[src/core/flash_pkg.sv]
`default_nettype none
package flash_pkg;

	// register offsets
	localparam logic [3:0] OFF_CONFIG = 4'h4;
	localparam logic [3:0] OFF_STATUS = 4'h6;
	localparam logic [3:0] OFF_ERROR  = 4'h7;
	localparam logic [3:0] OFF_PROT   = 4'h8;

	// field positions
	localparam int CFG_IGNORE  = 0;
	localparam int STAT_VIOL   = 4;
	localparam int STAT_BUSY   = 3;
	localparam int ERR_SINGLE  = 0;
	localparam int ERR_DOUBLE  = 1;
	localparam int PROT_OPEN   = 7;
	localparam int PROT_RSVD   = 6;
	localparam int PROT_HDIS   = 5;
	localparam int PROT_HS_LO  = 3;
	localparam int PROT_LDIS   = 2;
	localparam int PROT_LS_LO  = 0;

	// reset values and error status mask
	localparam logic [7:0] CONFIG_RST = 8'h00;
	localparam logic [7:0] PROT_RST   = 8'hff;
	localparam logic [7:0] ERROR_MASK = 8'h03;

	// flash map
	localparam logic [15:0] NV_PROT_ADDR = 16'hff7c;
	localparam logic [15:0] FLASH_BASE   = 16'hc000;
	localparam logic [16:0] FLASH_TOP    = 17'h0ffff;
	localparam logic [16:0] FLASH_BYTES  = 17'h04000;
	localparam logic [16:0] SIZE_UNIT    = 17'h00400;

	typedef struct packed {
		logic       strobe;
		logic       single_err;
		logic       double_err;
		logic       block_busy;
		logic [7:0] raw_data;
		logic [7:0] flip_mask;
	} rd_evt_t;

	typedef struct packed {
		logic        valid;
		logic        block_erase;
		logic [15:0] addr;
	} cmd_t;

	typedef enum logic [1:0] {
		ST_LOAD  = 2'b01,
		ST_READY = 2'b10
	} load_st_t;

endpackage
`default_nettype wire

[src/core/flash_fault_protect.sv]
// Summary of operation
// - error status bits 7 to 2 read zero, writes ignored
// - double-bit ECC fault on array read sets double fault flag bit 1
// - read of a busy block sets both fault flags as collision
// - writing 1 clears double fault flag, writing 0 leaves it
// - a true ECC fault sets only one of the two flags
// - fault flags appear one clock after the detecting read
// - single-bit fault sets flag bit 0 only while ignore bit clear
// - single-bit fault returns corrected data
// - writing 1 clears single fault flag, writing 0 leaves it
// - protection writes accepted only if protected size does not shrink
// - protection register reset to 0xff, then loaded from nonvolatile byte at 0xff7c once the fetch completes
// - program or erase on protected area refused, violation flag set
// - block erase refused while any sector is protected
// - operation bit 0: disable bits define unprotected ranges
// - operation bit 1: disable bits define protected ranges
// - high range ends at 0xffff; disable 0 active, 1 removes it
// - high size field writable only while high disable bit set
// - reserved protection bit always reads 1
// - while violation flag set no command is launched
`timescale 1ns/1ps
`default_nettype none

module flash_fault_protect (
	// clock and reset
	input  wire logic              sys_clk,
	input  wire logic              nrst,
	// register port
	input  wire logic [3:0]        bus_addr,
	input  wire logic [7:0]        bus_wdata,
	input  wire logic              bus_wr,
	input  wire logic              bus_rd,
	output logic      [7:0]        bus_rdata,
	// nonvolatile protection byte fetch
	output logic                   nv_rd_req,
	output logic      [15:0]       nv_rd_addr,
	input  wire logic              nv_rd_done,
	input  wire logic [7:0]        nv_rd_data,
	// array read results
	input  wire flash_pkg::rd_evt_t rd_evt,
	output logic      [7:0]        rd_data,
	output logic                   rd_data_valid,
	// program and erase requests
	input  wire flash_pkg::cmd_t   cmd,
	input  wire logic              ctrl_busy,
	output logic                   cmd_accept,
	output logic                   cmd_refused,
	output logic                   prot_ready
);

	flash_pkg::load_st_t state;
	logic [7:0]  config_reg;
	logic [7:0]  prot;
	logic        single_fault_flag;
	logic        double_fault_flag;
	logic        protection_violation_flag;
	logic [7:0]  next_prot;
	logic        prot_wr_ok;
	logic        cmd_blocked;
	logic        wr_config;
	logic        wr_status;
	logic        wr_error;
	logic        wr_prot;
	logic        set_single;
	logic        set_double;
	// load and fault terms
	logic        load_done;
	logic        collision;
	logic        genuine_double;
	logic        genuine_single;
	logic        single_clr;
	logic        double_clr;
	// command terms
	logic        violation_set;
	logic        violation_clr;
	logic        target_protected;
	logic        erase_blocked;
	// protection write terms
	logic [16:0] cur_prot_bytes;
	logic [16:0] new_prot_bytes;
	// bus read terms
	logic [7:0]  next_rdata;

	// size in bytes of a range from its 2-bit field
	function automatic logic [16:0] region_size(input logic [1:0] s);
		region_size = flash_pkg::SIZE_UNIT << s;
	endfunction

	// register select decode
	function automatic logic reg_hit(input logic [3:0] a, input logic [3:0] off);
		reg_hit = (a == off);
	endfunction

	// protection byte with the reserved bit forced high
	function automatic logic [7:0] prot_byte(input logic [7:0] p);
		prot_byte = p | (8'h01 << flash_pkg::PROT_RSVD);
	endfunction

	// address inside the high range, which ends at the top of flash
	function automatic logic high_hit(input logic [7:0] p, input logic [16:0] ax);
		high_hit = !p[flash_pkg::PROT_HDIS]
			&& ((ax + region_size(p[flash_pkg::PROT_HS_LO +: 2])) > flash_pkg::FLASH_TOP);
	endfunction

	// address inside the low range, which starts at the flash base
	function automatic logic low_hit(input logic [7:0] p, input logic [16:0] ax);
		logic [16:0] base;
		base = {1'b0, flash_pkg::FLASH_BASE};
		low_hit = !p[flash_pkg::PROT_LDIS] && (ax >= base)
			&& (ax < (base + region_size(p[flash_pkg::PROT_LS_LO +: 2])));
	endfunction

	// error status byte as software sees it
	function automatic logic [7:0] error_byte(input logic dbl, input logic sgl);
		error_byte = {6'h00, dbl, sgl} & flash_pkg::ERROR_MASK;
	endfunction

	// main status byte as software sees it
	function automatic logic [7:0] status_byte(input logic viol, input logic busy);
		status_byte = ({7'h00, viol} << flash_pkg::STAT_VIOL)
			| ({7'h00, busy} << flash_pkg::STAT_BUSY);
	endfunction

	// number of protected bytes for a protection value
	function automatic logic [16:0] prot_bytes(input logic [7:0] p);
		logic [16:0] h;
		logic [16:0] l;
		h = 17'h00000;
		l = 17'h00000;
		if (!p[flash_pkg::PROT_HDIS]) begin
			h = region_size(p[flash_pkg::PROT_HS_LO +: 2]);
		end
		if (!p[flash_pkg::PROT_LDIS]) begin
			l = region_size(p[flash_pkg::PROT_LS_LO +: 2]);
		end
		if (p[flash_pkg::PROT_OPEN]) begin
			prot_bytes = h + l;
		end else begin
			prot_bytes = flash_pkg::FLASH_BYTES - (h + l);
		end
	endfunction

	// whether one address is protected
	function automatic logic addr_protected(input logic [7:0] p, input logic [15:0] a);
		logic [16:0] ax;
		logic        in_high;
		logic        in_low;
		logic        in_flash;
		ax = {1'b0, a};
		in_flash = (a >= flash_pkg::FLASH_BASE);
		in_high = high_hit(p, ax);
		in_low = low_hit(p, ax);
		if (!in_flash) begin
			addr_protected = 1'b0;
		end else if (p[flash_pkg::PROT_OPEN]) begin
			addr_protected = in_high || in_low;
		end else begin
			addr_protected = !(in_high || in_low);
		end
	endfunction

	// write decodes
	assign wr_config = bus_wr && reg_hit(bus_addr, flash_pkg::OFF_CONFIG);
	assign wr_status = bus_wr && reg_hit(bus_addr, flash_pkg::OFF_STATUS);
	assign wr_error  = bus_wr && reg_hit(bus_addr, flash_pkg::OFF_ERROR);
	assign wr_prot   = bus_wr && reg_hit(bus_addr, flash_pkg::OFF_PROT)
		&& (state == flash_pkg::ST_READY);

	// reset load of protection byte
	always_ff @(posedge sys_clk) begin
		if (!nrst) begin
			state <= flash_pkg::ST_LOAD;
		end else begin
			case (state)
				flash_pkg::ST_LOAD: begin
					if (nv_rd_done) begin
						state <= flash_pkg::ST_READY;
					end
				end
				flash_pkg::ST_READY: begin
					state <= flash_pkg::ST_READY;
				end
				default: begin
					state <= flash_pkg::ST_LOAD;
				end
			endcase
		end
	end

	assign nv_rd_req  = (state == flash_pkg::ST_LOAD);
	assign load_done  = (state == flash_pkg::ST_LOAD) && nv_rd_done;
	assign nv_rd_addr = flash_pkg::NV_PROT_ADDR;
	assign prot_ready = (state == flash_pkg::ST_READY);

	// candidate protection value from a software write
	always_comb begin
		next_prot = bus_wdata;
		next_prot[flash_pkg::PROT_RSVD] = 1'b1;
		if (!prot[flash_pkg::PROT_HDIS]) begin
			next_prot[flash_pkg::PROT_HS_LO +: 2] = prot[flash_pkg::PROT_HS_LO +: 2];
		end
	end

	// protected byte counts before and after a write
	assign cur_prot_bytes = prot_bytes(prot);
	assign new_prot_bytes = prot_bytes(next_prot);
	assign prot_wr_ok     = (new_prot_bytes >= cur_prot_bytes);

	// protection register
	always_ff @(posedge sys_clk) begin
		if (!nrst) begin
			prot <= flash_pkg::PROT_RST;
		end else if (load_done) begin
			prot <= prot_byte(nv_rd_data);
		end else if (wr_prot && prot_wr_ok) begin
			prot <= next_prot;
		end
	end

	// configuration register
	always_ff @(posedge sys_clk) begin
		if (!nrst) begin
			config_reg <= flash_pkg::CONFIG_RST;
		end else if (wr_config) begin
			config_reg <= bus_wdata & (8'h01 << flash_pkg::CFG_IGNORE);
		end
	end

	// fault events of one array read
	assign collision      = rd_evt.strobe && rd_evt.block_busy;
	assign genuine_double = rd_evt.strobe && rd_evt.double_err;
	assign genuine_single = rd_evt.strobe && rd_evt.single_err
		&& !config_reg[flash_pkg::CFG_IGNORE];
	assign single_clr     = wr_error && bus_wdata[flash_pkg::ERR_SINGLE];
	assign double_clr     = wr_error && bus_wdata[flash_pkg::ERR_DOUBLE];

	// fault set terms, collision first so a genuine fault sets one flag only
	always_comb begin
		set_single = 1'b0;
		set_double = 1'b0;
		if (collision) begin
			set_single = 1'b1;
			set_double = 1'b1;
		end else if (genuine_double) begin
			set_double = 1'b1;
		end else if (genuine_single) begin
			set_single = 1'b1;
		end
	end

	// single fault flag, set wins over clear
	always_ff @(posedge sys_clk) begin
		if (!nrst) begin
			single_fault_flag <= 1'b0;
		end else if (set_single) begin
			single_fault_flag <= 1'b1;
		end else if (single_clr) begin
			single_fault_flag <= 1'b0;
		end
	end

	// double fault flag, set wins over clear
	always_ff @(posedge sys_clk) begin
		if (!nrst) begin
			double_fault_flag <= 1'b0;
		end else if (set_double) begin
			double_fault_flag <= 1'b1;
		end else if (double_clr) begin
			double_fault_flag <= 1'b0;
		end
	end

	// corrected read data
	always_ff @(posedge sys_clk) begin
		if (!nrst) begin
			rd_data       <= 8'h00;
			rd_data_valid <= 1'b0;
		end else begin
			rd_data_valid <= rd_evt.strobe;
			if (rd_evt.strobe) begin
				if (rd_evt.single_err && !rd_evt.double_err) begin
					rd_data <= rd_evt.raw_data ^ rd_evt.flip_mask;
				end else begin
					rd_data <= rd_evt.raw_data;
				end
			end
		end
	end

	// command target checks
	assign target_protected = addr_protected(prot, cmd.addr);
	assign erase_blocked    = (cur_prot_bytes != 17'h00000);

	// command check
	always_comb begin
		cmd_blocked = protection_violation_flag || (state != flash_pkg::ST_READY);
		if (cmd.block_erase) begin
			cmd_blocked = cmd_blocked || erase_blocked;
		end else begin
			cmd_blocked = cmd_blocked || target_protected;
		end
	end

	assign cmd_accept = cmd.valid && !cmd_blocked;

	// refusal pulse
	always_ff @(posedge sys_clk) begin
		if (!nrst) begin
			cmd_refused <= 1'b0;
		end else begin
			cmd_refused <= cmd.valid && cmd_blocked;
		end
	end

	// violation raised by a refusal once loaded, cleared by writing 1
	assign violation_set = cmd.valid && cmd_blocked && !protection_violation_flag
		&& (state == flash_pkg::ST_READY);
	assign violation_clr = wr_status && bus_wdata[flash_pkg::STAT_VIOL];

	// protection violation flag, set wins over clear
	always_ff @(posedge sys_clk) begin
		if (!nrst) begin
			protection_violation_flag <= 1'b0;
		end else if (violation_set) begin
			protection_violation_flag <= 1'b1;
		end else if (violation_clr) begin
			protection_violation_flag <= 1'b0;
		end
	end

	// read data select
	always_comb begin
		next_rdata = 8'h00;
		if (bus_rd) begin
			case (bus_addr)
				flash_pkg::OFF_CONFIG: begin
					next_rdata = config_reg;
				end
				flash_pkg::OFF_STATUS: begin
					next_rdata = status_byte(protection_violation_flag, ctrl_busy);
				end
				flash_pkg::OFF_ERROR: begin
					next_rdata = error_byte(double_fault_flag, single_fault_flag);
				end
				flash_pkg::OFF_PROT: begin
					next_rdata = prot_byte(prot);
				end
				default: begin
					next_rdata = 8'h00;
				end
			endcase
		end
	end

	// read data, one cycle after strobe, zero otherwise
	always_ff @(posedge sys_clk) begin
		if (!nrst) begin
			bus_rdata <= 8'h00;
		end else begin
			bus_rdata <= next_rdata;
		end
	end

endmodule

`default_nettype wire

[config.mk]
export PLATFORM = sky130hd
export DESIGN_NAME = flash_fault_protect
export DESIGN_NICKNAME = d
export VERILOG_FILES = /design/src/core/flash_pkg.sv /design/src/core/flash_fault_protect.sv
export SDC_FILE = /design/constraint.sdc
export NUM_CORES = 1
export LEC_CHECK = 0
export ABC_AREA = 1
export ABC_CLOCK_PERIOD_IN_PS = 4200
export BUFFER_PORTS_ARGS = -buffer_cell sky130_fd_sc_hd__buf_2
export CAP_MARGIN = 20
export CELL_PAD_IN_SITES_DETAIL_PLACEMENT = 1
export CELL_PAD_IN_SITES_GLOBAL_PLACEMENT = 2
export CORE_UTILIZATION = 25
export CTS_CLUSTER_SIZE = 10
export DETAILED_ROUTE_END_ITERATION = 8
export GPL_TIMING_DRIVEN = 0
export PLACE_DENSITY = 0.76
export SYNTH_ARGS = -nofsm -noshare
export SYNTH_HDL_FRONTEND = slang
export SYNTH_SLANG_ARGS = --single-unit
[constraint.sdc]
create_clock -name sys_clk -period 4.2 [get_ports sys_clk]
set_input_delay 0.63 -clock sys_clk [delete_from_list [all_inputs] [get_ports sys_clk]]
set_output_delay 0.63 -clock sys_clk [all_outputs]
set_load 0.05 [all_outputs]
# Word level (Yosys, flattened, before mapping)
# Cells that the tools add are included.
# word_totals
reg_bits	31
latch_bits	0
ram_bits	0
rom_bits	0
inputBits	64
wordCells	101
n_memories	0
# classes
addsub	6
n_mul	0
div	0
order_cmp	5
n_eq_ne	8
shifts	4
mux	27
bitwise_logic	2
reduce_logical	39
# op_table
op	n
2-to-1 mux 17 bit	6
<< shifter 11 x 2 -> 17 bit (first input constant)	4
adder 17 bit	2
subtractor 15 x 17 -> 17 bit (first input constant)	2
>= comparator 16 bit (second input constant)	2
case mux 8 bit (4 select lines)	1
2-to-1 mux 8 bit	3
logical AND 1 bit	22
adder 16 x 17 -> 17 bit	1
adder 16 x 17 -> 17 bit (first input constant)	1
>= comparator 17 bit	1
greater-than comparator 17 x 16 -> 1 bit (second input constant)	1
< comparator 16 x 17 -> 1 bit	1
nonzero test 17 bit	1
2-to-1 mux 1 bit	14
== test 4 x 3 -> 1 bit (second input constant)	3
nonzero test 2 bit	4
XOR 8 bit	1
zero test 1 bit	7
bitwise OR 5 x 4 -> 5 bit	1
== test 4 bit (second input constant)	1
logical OR 1 bit	4
2-to-1 mux 2 bit	2
case mux 2 bit (2 select lines)	1
5 further kinds	5

# Logic depth before layout (Yosys ltp)
# Gate-level depths: netlist of run 1.
# depth
depth_word	14
mapped_depth	25
mapped_depth_nobuf	24

# Least setup slack after synthesis of run 1
# No wires, ideal clock.
# synth_timing
kind	input -> register
start	input port bus_wdata[4]
end	register prot[0]
setup_time_ns	0.082
t_arrival_ns	3.436
required_ns	4.118
slack_ns	0.681
stages	20
path_buffers	0
cell_sequence	nor2_1 nor2_1 or2_2 nor2_1 ha_1 inv_1 fa_1 ha_1 and3_1 nand2_1 xnor2_1 inv_1 ha_1 nand2_1 nor2_1 nand2_1 o2111ai_1 a21boi_1 nand2_1 o2111ai_1
# synth_between
elab_chain_len	9
# synth_rtl
element	line_no	text
from (decl)	flash_fault_protect.sv:30	input wire logic [7:0] bus_wdata,
2-to-1 mux 2 bit (*)	flash_fault_protect.sv:199	if (!prot[flash_pkg::PROT_HDIS]) begin
<< shifter 11 x 2 -> 17 bit (*)	flash_fault_protect.sv:86	region_size = flash_pkg::SIZE_UNIT << s;
2-to-1 mux 17 bit (*)	flash_fault_protect.sv:130	if (!p[flash_pkg::PROT_HDIS]) begin
adder 17 bit (*)	flash_fault_protect.sv:137, flash_fault_protect.sv:139	
subtractor 15 x 17 -> 17 bit	flash_fault_protect.sv:139	prot_bytes = flash_pkg::FLASH_BYTES - (h + l);
2-to-1 mux 17 bit (*)	flash_fault_protect.sv:136	if (p[flash_pkg::PROT_OPEN]) begin
>= comparator 17 bit (*)	flash_fault_protect.sv:207	assign prot_wr_ok = (new_prot_bytes >= cur_prot_bytes);
logical AND 1 bit (*)	flash_fault_protect.sv:215	end else if (wr_prot && prot_wr_ok) begin
nonzero test 2 bit (no source line) (*)	-	
to (signal assigned)	flash_fault_protect.sv:212	prot <= flash_pkg::PROT_RST;
to (signal assigned)	flash_fault_protect.sv:214	prot <= prot_byte(nv_rd_data);
to (signal assigned)	flash_fault_protect.sv:216	prot <= next_prot;
to (decl)	flash_fault_protect.sv:53	logic [7:0] prot;
# Mark *: on every way between the ends. The rest lies on a longest branch, timed or not.
# A chain may end at the register's enable or synchronous reset.

# Worst setup path after layout of run 1
# layout_timing
start	register prot[1]
end	output port cmd_accept
# layout_between
elab_chain_len	12
word_cells_on_any_way	18
classes_between	add/sub: 3; order compare: 1; shift: 1; mux: 5; reduce/logical: 8
# layout_rtl
element	line_no	text
<< shifter 11 x 2 -> 17 bit (*)	flash_fault_protect.sv:86	
branches (longest 8 deep; another with adder 17 bit)	-	
2-to-1 mux 1 bit (*)	flash_fault_protect.sv:297	if (cmd.block_erase) begin
zero test 1 bit (*)	flash_fault_protect.sv:304	assign cmd_accept = cmd.valid && !cmd_blocked;
logical AND 1 bit (*)	flash_fault_protect.sv:304	
to (decl)	flash_fault_protect.sv:46	output logic cmd_accept,
# Mark *: on every way between the ends.

==> results.md, run 1 <==
* Initial core utilization at 0.258
* Hold Startpoint: double_fault_flag
* Max cap viols at 0
* DP HPWL at approximately 6400 um
* Synth async-reset ratio at 0
* Crit Path Class: register to output pin
* Mux contribution to synthesized area at 0
* Core Region at 0.00977 mm2
* Pwr per Cell Area at 409 mW/mm2
* Worst r2r dst: prot[5]
* Via count at 2,633
* Root Buffer: clkbuf_8
* CP peak stage delay at around 0.53 ns
* Unrepaired setup endpoints after global routing: false
* Switching pwr at 601 uW
* Die width at roughly 100 um
* Antenna viol nets, final at 0
* Critical-path cell list: inv_1 > nand2_1 > nor2_1 > ha_1 > fa_1 > inv_1 > ha_1 > nor2_2 > xor2_2 > inv_1 > nor2_1 > nand2_1 > nor2_1 > nand2_1 > nand2_1 > nand3_1 > nor2_1 > buf_2
* Total Nets Final at 562
* FP Rows at 36
* DRT iter0 DRCs at 60
* Post-synth EDFFs at 0
* Post-synthesis simple-gate area fraction at 0.285
* Fin area at between 0.003 and 0.004 mm2
* Worst hold path type: register to register
* Post-cts hold buffer count at 0
* Total grt overflow at 0
* Comb pwr share at 0.509
* DRT Wirelength at 7400 um
* FMAX at 255 MHz
* Slew of the pin with the lowest slew margin at 0.546 ns
* Top cell type by total area after synthesis: dfxtp_1
* Slew headroom at 0.635
* Clock group share of total power at 0.210
* Switching power share of the total at 0.458
* Height of the die at between 100 and 150 um
* Synth Area in Compound Gates at 0.127
* Post-synthesis cell type count at 30
* Minimum clock period at 3.92 ns
* R2r startpoint: prot[5]
* # diodes at 0
* Number of global-route vias before repair at 2,717
* Seq cells post-synth at 31
* Worst path slowest cell: fa_1
* Yosys warnings at 0
* Largest family of logic cells by synthesized area: simple AND/OR/NAND/NOR gates
* Postcts setup bufs at 0
* Die area at 0.0105 mm2
* Setup_tns at 0 ns
* Layout cells sized above 1 at 0.231
* Hold Crit Depth at 2
* Clock transition at path regs at roughly 0.08 ns
* Mapped Area at 0.00252 mm2
* CP required at about 3.6 ns
* TritonCTS buffer count at 5
* Slew Viols, Final at 0
* Power Total at 1.31 mW
* Critical-path maximum fanout at 5
* Reg power frac at 0.281
* Worst skew pair latency at 0.28 ns
* GRT Total Usage at 0.149
* FF-to-FF setup slack at 0.39 ns
* CTS Buffer Depth at 2
* XOR/XNOR Fraction of Synth Area at 0.0482
* First-pass GRT wire length at roughly 12,000 um
* Synth top cells by count: nand2_1 (86), inv_1 (55), nor2_1 (39)
* Critical Path Source Type: register
* Largest net degree at the start of global routing at 11
* Number of remaining DRC errors at 0
* Ys flop type: dfxtp_1
* Sequential area share after synthesis at 0.246
* Drt pass-1 iters at 4
* Kind of end point of the critical path: output pin
* Syn Area/Cell at around 6.6 um2
* WHS Endpoint: double_fault_flag
* Top Registers: bus_rdata: 8 flops, rd_data: 8 flops, prot: 7 flops
* Adder-cell share of the synthesized area at 0.148
* Synth top area cells: dfxtp_1 (25%), nand2_1 (13%), ha_1 (12%)
* CTS Sinks at 31
* Leakage dissipation at 1.74 nW
* H-tree Lvls at 2
* Port Buffers at 70
* CTS tree: done
* Area Overhead vs Synth at 27.3%
* Fin Clk Skew at 0.00478 ns
* Status: complete, no violations
* Post-CTS sizing at 0
* Post-Syn Instances at ~380
* Placed Area at roughly 0.0031 mm2
* Fillers at 1,319
* Final Hold Fails at 0
* Top Ports at 101
* GP Congestion at 0.810
* Antenna violations before repair at 0
* Via-per-instance ratio at 4.36
* IR Drop Worst-Case VDD at 129 uV
* WL per Instance at 12.3 um
* Top-count cell post-synth: nand2_1
* Final period util at 0.933
* Worst EP arrival at approximately 3.3 ns
* R2R depth at 22
* Yosys top cell area share at 0.246
* Int Pwr at between 700 and 800 uW
* # setup viols final at 0
==> through the flow <==
step                      hold WS (ns)   util  worst slack [ns]  cells
after floorplan                  0.439      -             0.681    393
after global placement           0.455  0.316             0.155    596
after detailed placement         0.464  0.316            0.0758    596
after CTS                        0.474  0.327             0.137    604
after global routing             0.510  0.328            0.0113    604
final                            0.474  0.328             0.281    604
==> critical path, delay by kind of cell, from the launching register on <==
| family | cells | cell delay, ns |
|---|---|---|
| fa+ha+maj | 3 | 0.96 |
| simple gates | 10 | 0.93 |
| buf+inv | 4 | 0.48 |
| flops | 1 | 0.45 |
| xor+xnor | 1 | 0.17 |
==> cell usage in the layout (no fill, tap or decap), types with 2 or more instances in the layout <==
master / instances
a21oi_1: 24
buf_2: 72
buf_4: 16
clkbuf_1: 6
clkbuf_8: 7
conb_1: 16
dfxtp_1: 30
fa_1: 3
ha_1: 25
inv_1: 55
nand2_1: 85
nand2_2: 5
nand3_1: 23
nand4_1: 2
nor2_1: 39
nor3_1: 9
o2111ai_1: 7
o21ai_0: 19
o21ai_1: 2
or2_2: 2
xor2_1: 11
==> power by group through the flow <==
| stage | logic, mW | clock network [mW] | registers [mW] |
|---|---|---|---|
| after floorplan | 0.476 | 0 | 0.390 |
| after global placement | 0.642 | 0 | 0.373 |
| after detailed placement | 0.663 | 0 | 0.374 |
| after CTS | 0.666 | 0.284 | 0.368 |
| after global routing | 0.769 | 0.296 | 0.373 |
| final | 0.668 | 0.276 | 0.368 |
==> per-layer routing <==
layer | global-route usage | vias to the layer above | share of wire
met2 | 0.271 | 59 | 0.50
met3 | 0.0376 | 9 | 0.047
met4 | 0.0407 | 0 | 0.011
met1 | 0.173 | 1201 | 0.45
met5 | 0 | - | 0
li1 | - | 1364 | -
==> cell type report <==
cell class / instances / area (um2) / area share
plain buffers: 24 / 153 / 0.0476
clock inverters: 1 / 7.51 / 0.00234
flip-flops and latches: 31 / 622 / 0.194
multi-input cells: 283 / 1600 / 0.500
clock buffers: 7 / 96.3 / 0.0301
inverters: 55 / 206 / 0.0644
repair buffers: 70 / 350 / 0.109
well taps: 133 / 166 / 0.0519
==> logic make-up (layout without fill, tap and decap cells) <==
group,count (synthesis),count (layout)
xor gates and xnor gates,13,13
and+or+nand+nor,170,170
DFF,31,31
AOI/OAI and AO/OA,56,56
buffers and inverters,79,157
other,2,16
adders and majority gates,28,28
==> worst max path at each step <==
stage,startpoint,endpoint,slack [ns],cells after the start
after floorplan,bus_wdata[4],prot[0],0.68,20
after global placement,bus_wdata[4],prot[4],0.15,21
after detailed placement,bus_wdata[4],prot[1],0.08,21
after CTS,prot[3],cmd_accept,0.14,17
after global routing,prot[1],cmd_accept,0.01,18
final,prot[1],cmd_accept,0.28,18
No activity file was read; power rests on OpenSTA's default activity.
==> run 2: changes to the inputs <==
--- a/config.mk
+++ b/config.mk
@@ -6,16 +6,16 @@
 export NUM_CORES = 1
 export LEC_CHECK = 0
 export ABC_AREA = 1
-export ABC_CLOCK_PERIOD_IN_PS = 4200
+export ABC_CLOCK_PERIOD_IN_PS = 4600
 export BUFFER_PORTS_ARGS = -buffer_cell sky130_fd_sc_hd__buf_2
 export CAP_MARGIN = 20
 export CELL_PAD_IN_SITES_DETAIL_PLACEMENT = 1
 export CELL_PAD_IN_SITES_GLOBAL_PLACEMENT = 2
-export CORE_UTILIZATION = 25
+export CORE_UTILIZATION = 27
 export CTS_CLUSTER_SIZE = 10
 export DETAILED_ROUTE_END_ITERATION = 8
 export GPL_TIMING_DRIVEN = 0
-export PLACE_DENSITY = 0.76
+export PLACE_DENSITY = 0.82
 export SYNTH_ARGS = -nofsm -noshare
 export SYNTH_HDL_FRONTEND = slang
 export SYNTH_SLANG_ARGS = --single-unit
==> constraint.sdc (replaced) <==
create_clock -name sys_clk -period 4.6 [get_ports sys_clk]
set_input_delay 0.69 -clock sys_clk [delete_from_list [all_inputs] [get_ports sys_clk]]
set_output_delay 0.69 -clock sys_clk [all_outputs]
set_load 0.05 [all_outputs]
==> results.md, run 2 (synthesized netlist as in run 1, its figures left out) <==
* Number of remaining DRC errors at 0
* # diodes at 0
* Critical-path maximum fanout at 6
* Crit path from: prot[3]
* Largest net degree at the start of global routing at 11
* Final std cells w/o fill at 579
* Critical Path Source Type: register
* Initial core utilization at 0.283
* Worst path slowest cell: dfxtp_1
* Max cap viols at 0
* Drt pass-1 iters at 4
* Top Ports at 101
* Final Hold Fails at 0
* Core Region at 0.00889 mm2
* Post-cts hold buffer count at 0
* First-pass GRT wire length at 12,400 um
* Number of global-route vias before repair at 2,724
* Slew Viols, Final at 0
* Top Registers: bus_rdata: 8 flops, rd_data: 8 flops, prot: 7 flops
* Most common cell after layout, fill and taps aside: nand2_1
* Pwr per Cell Area at 366 mW/mm2
* TritonCTS buffer count at 5
* Crit Path Class: register to output pin
* Antenna violations before repair at 0
* Fin Clk Skew at between 0.01 and 0.015 ns
* Hold WS at 0.463 ns
* Slew headroom at 0.654
* IR Drop Worst-Case VDD at 136 uV
* Worst skew pair latency at 0.28 ns
* Root Buffer: clkbuf_8
* Hold Crit Depth at 2
* Most common cell on crit path: nor2_1
* Final period util at 0.877
* WL per Instance at 12.4 um
* Placed Area at 0.00306 mm2
* Area Overhead vs Synth at 24.7%
* Worst r2r dst: prot[4]
* Slew of the pin with the lowest slew margin at 0.517 ns
* FP Rows at 34
* Hold Startpoint: double_fault_flag
* Die width at a little under 100 um
* Final core utilization at 0.353
* Setup_tns at 0 ns
* Worst EP arrival at 3.34 ns
* DRT iter0 DRCs at 100
* R2R depth at 22
* # setup viols final at 0
* Worst hold path type: register to register
* Fin area at 0.00314 mm2
* Status: complete, no violations
* CP required at between 3 and 4 ns
* DP HPWL at 6190 um
* CTS tree: done
* DRT Wirelength at between 7000 and 8000 um
* R2r startpoint: prot[5]
* GP Congestion at a little under 0.8
* Leakage dissipation at approximately 1.7 nW
* Via-per-instance ratio at roughly 4.5
* CTS Sinks at 31
* Port Buffers at 70
* Height of the die at 98.6 um
* H-tree Lvls at 2
* Pre-CTS setup slack at 0.462 ns
* CTS Buffer Depth at 2
* Placed Cells at 571
* Layout cells sized above 1 at 0.221
* Die area at 0.00972 mm2
* Minimum clock period at 4.03 ns
* Most frequent cells in the layout: nand2_1 (86), buf_2 (72), inv_1 (55)
* WHS Endpoint: double_fault_flag
* Clock transition at path regs at approximately 0.080 ns
* Antenna viol nets, final at 0
* Total Nets Final at 562
* Kind of end point of the critical path: output pin
* Total grt overflow at 0
* GRT Total Usage at 0.157
* Final WS setup at 0.567 ns
* Post-CTS sizing at 0
* CP peak stage delay at 0.46 ns
* FF-to-FF setup slack at 0.68 ns
* Via count at 2,620
* FMAX at 248 MHz
* Critical-path cell list: inv_1 > nor2_1 > inv_1 > nor2_1 > fa_1 > inv_1 > ha_1 > o21ai_0 > nand2_1 > nor2_1 > nand2_1 > nor2_1 > nand2_1 > nand2_1 > nand3_1 > nor2_1 > buf_2
* Unrepaired setup endpoints after global routing: false
* Power Total at 1.15 mW
* Postcts setup bufs at 0
==> run 2: routing by layer <==
layer | global-route usage | wire (um) | share of wire
met2 | 0.291 | 3600 | 0.50
met1 | 0.189 | 3240 | 0.45
met4 | 0.0241 | 18 | 0.0025
met5 | 0 | 0 | 0
met3 | 0.0333 | 329 | 0.046
==> run 2: layout make-up <==
cell class	count	area (um2)
Multi-Input combinational cell	283	1590
Inverter	55	206
Clock inverter	2	12.5
Fill cell	1199	5750
Clock buffer	6	72.6
Timing Repair Buffer	70	350
Tap cell	108	135
Sequential cell	31	621
Buffer	24	153
==> run 2: how the worst max path moves through the flow <==
stage	end	slack, ns
2_1_floorplan	prot[0]	1.02
3_3_place_gp	prot[1]	0.51
3_5_place_dp	prot[1]	0.46
4_1_cts	cmd_accept	0.49
5_1_grt	prot[3]	0.21
6_report	cmd_accept	0.57
==> run 2: report_power, final <==
group	internal, mW	switching, mW	leakage, nW
sequential	0.303	0.0318	0.255
combinational	0.205	0.398	1.43
clock	0.106	0.108	0.0412
total	0.613	0.537	1.72
==> run 2: worst max-delay path: cells and delay by family, from the launching register on <==
family                     cells  cell delay, ns
buffers and inverters          4            0.58
adders and majority gates      2            0.68
and+or+nand+nor               10            1.10
AOI/OAI and AO/OA              1            0.24
DFF                            1            0.46
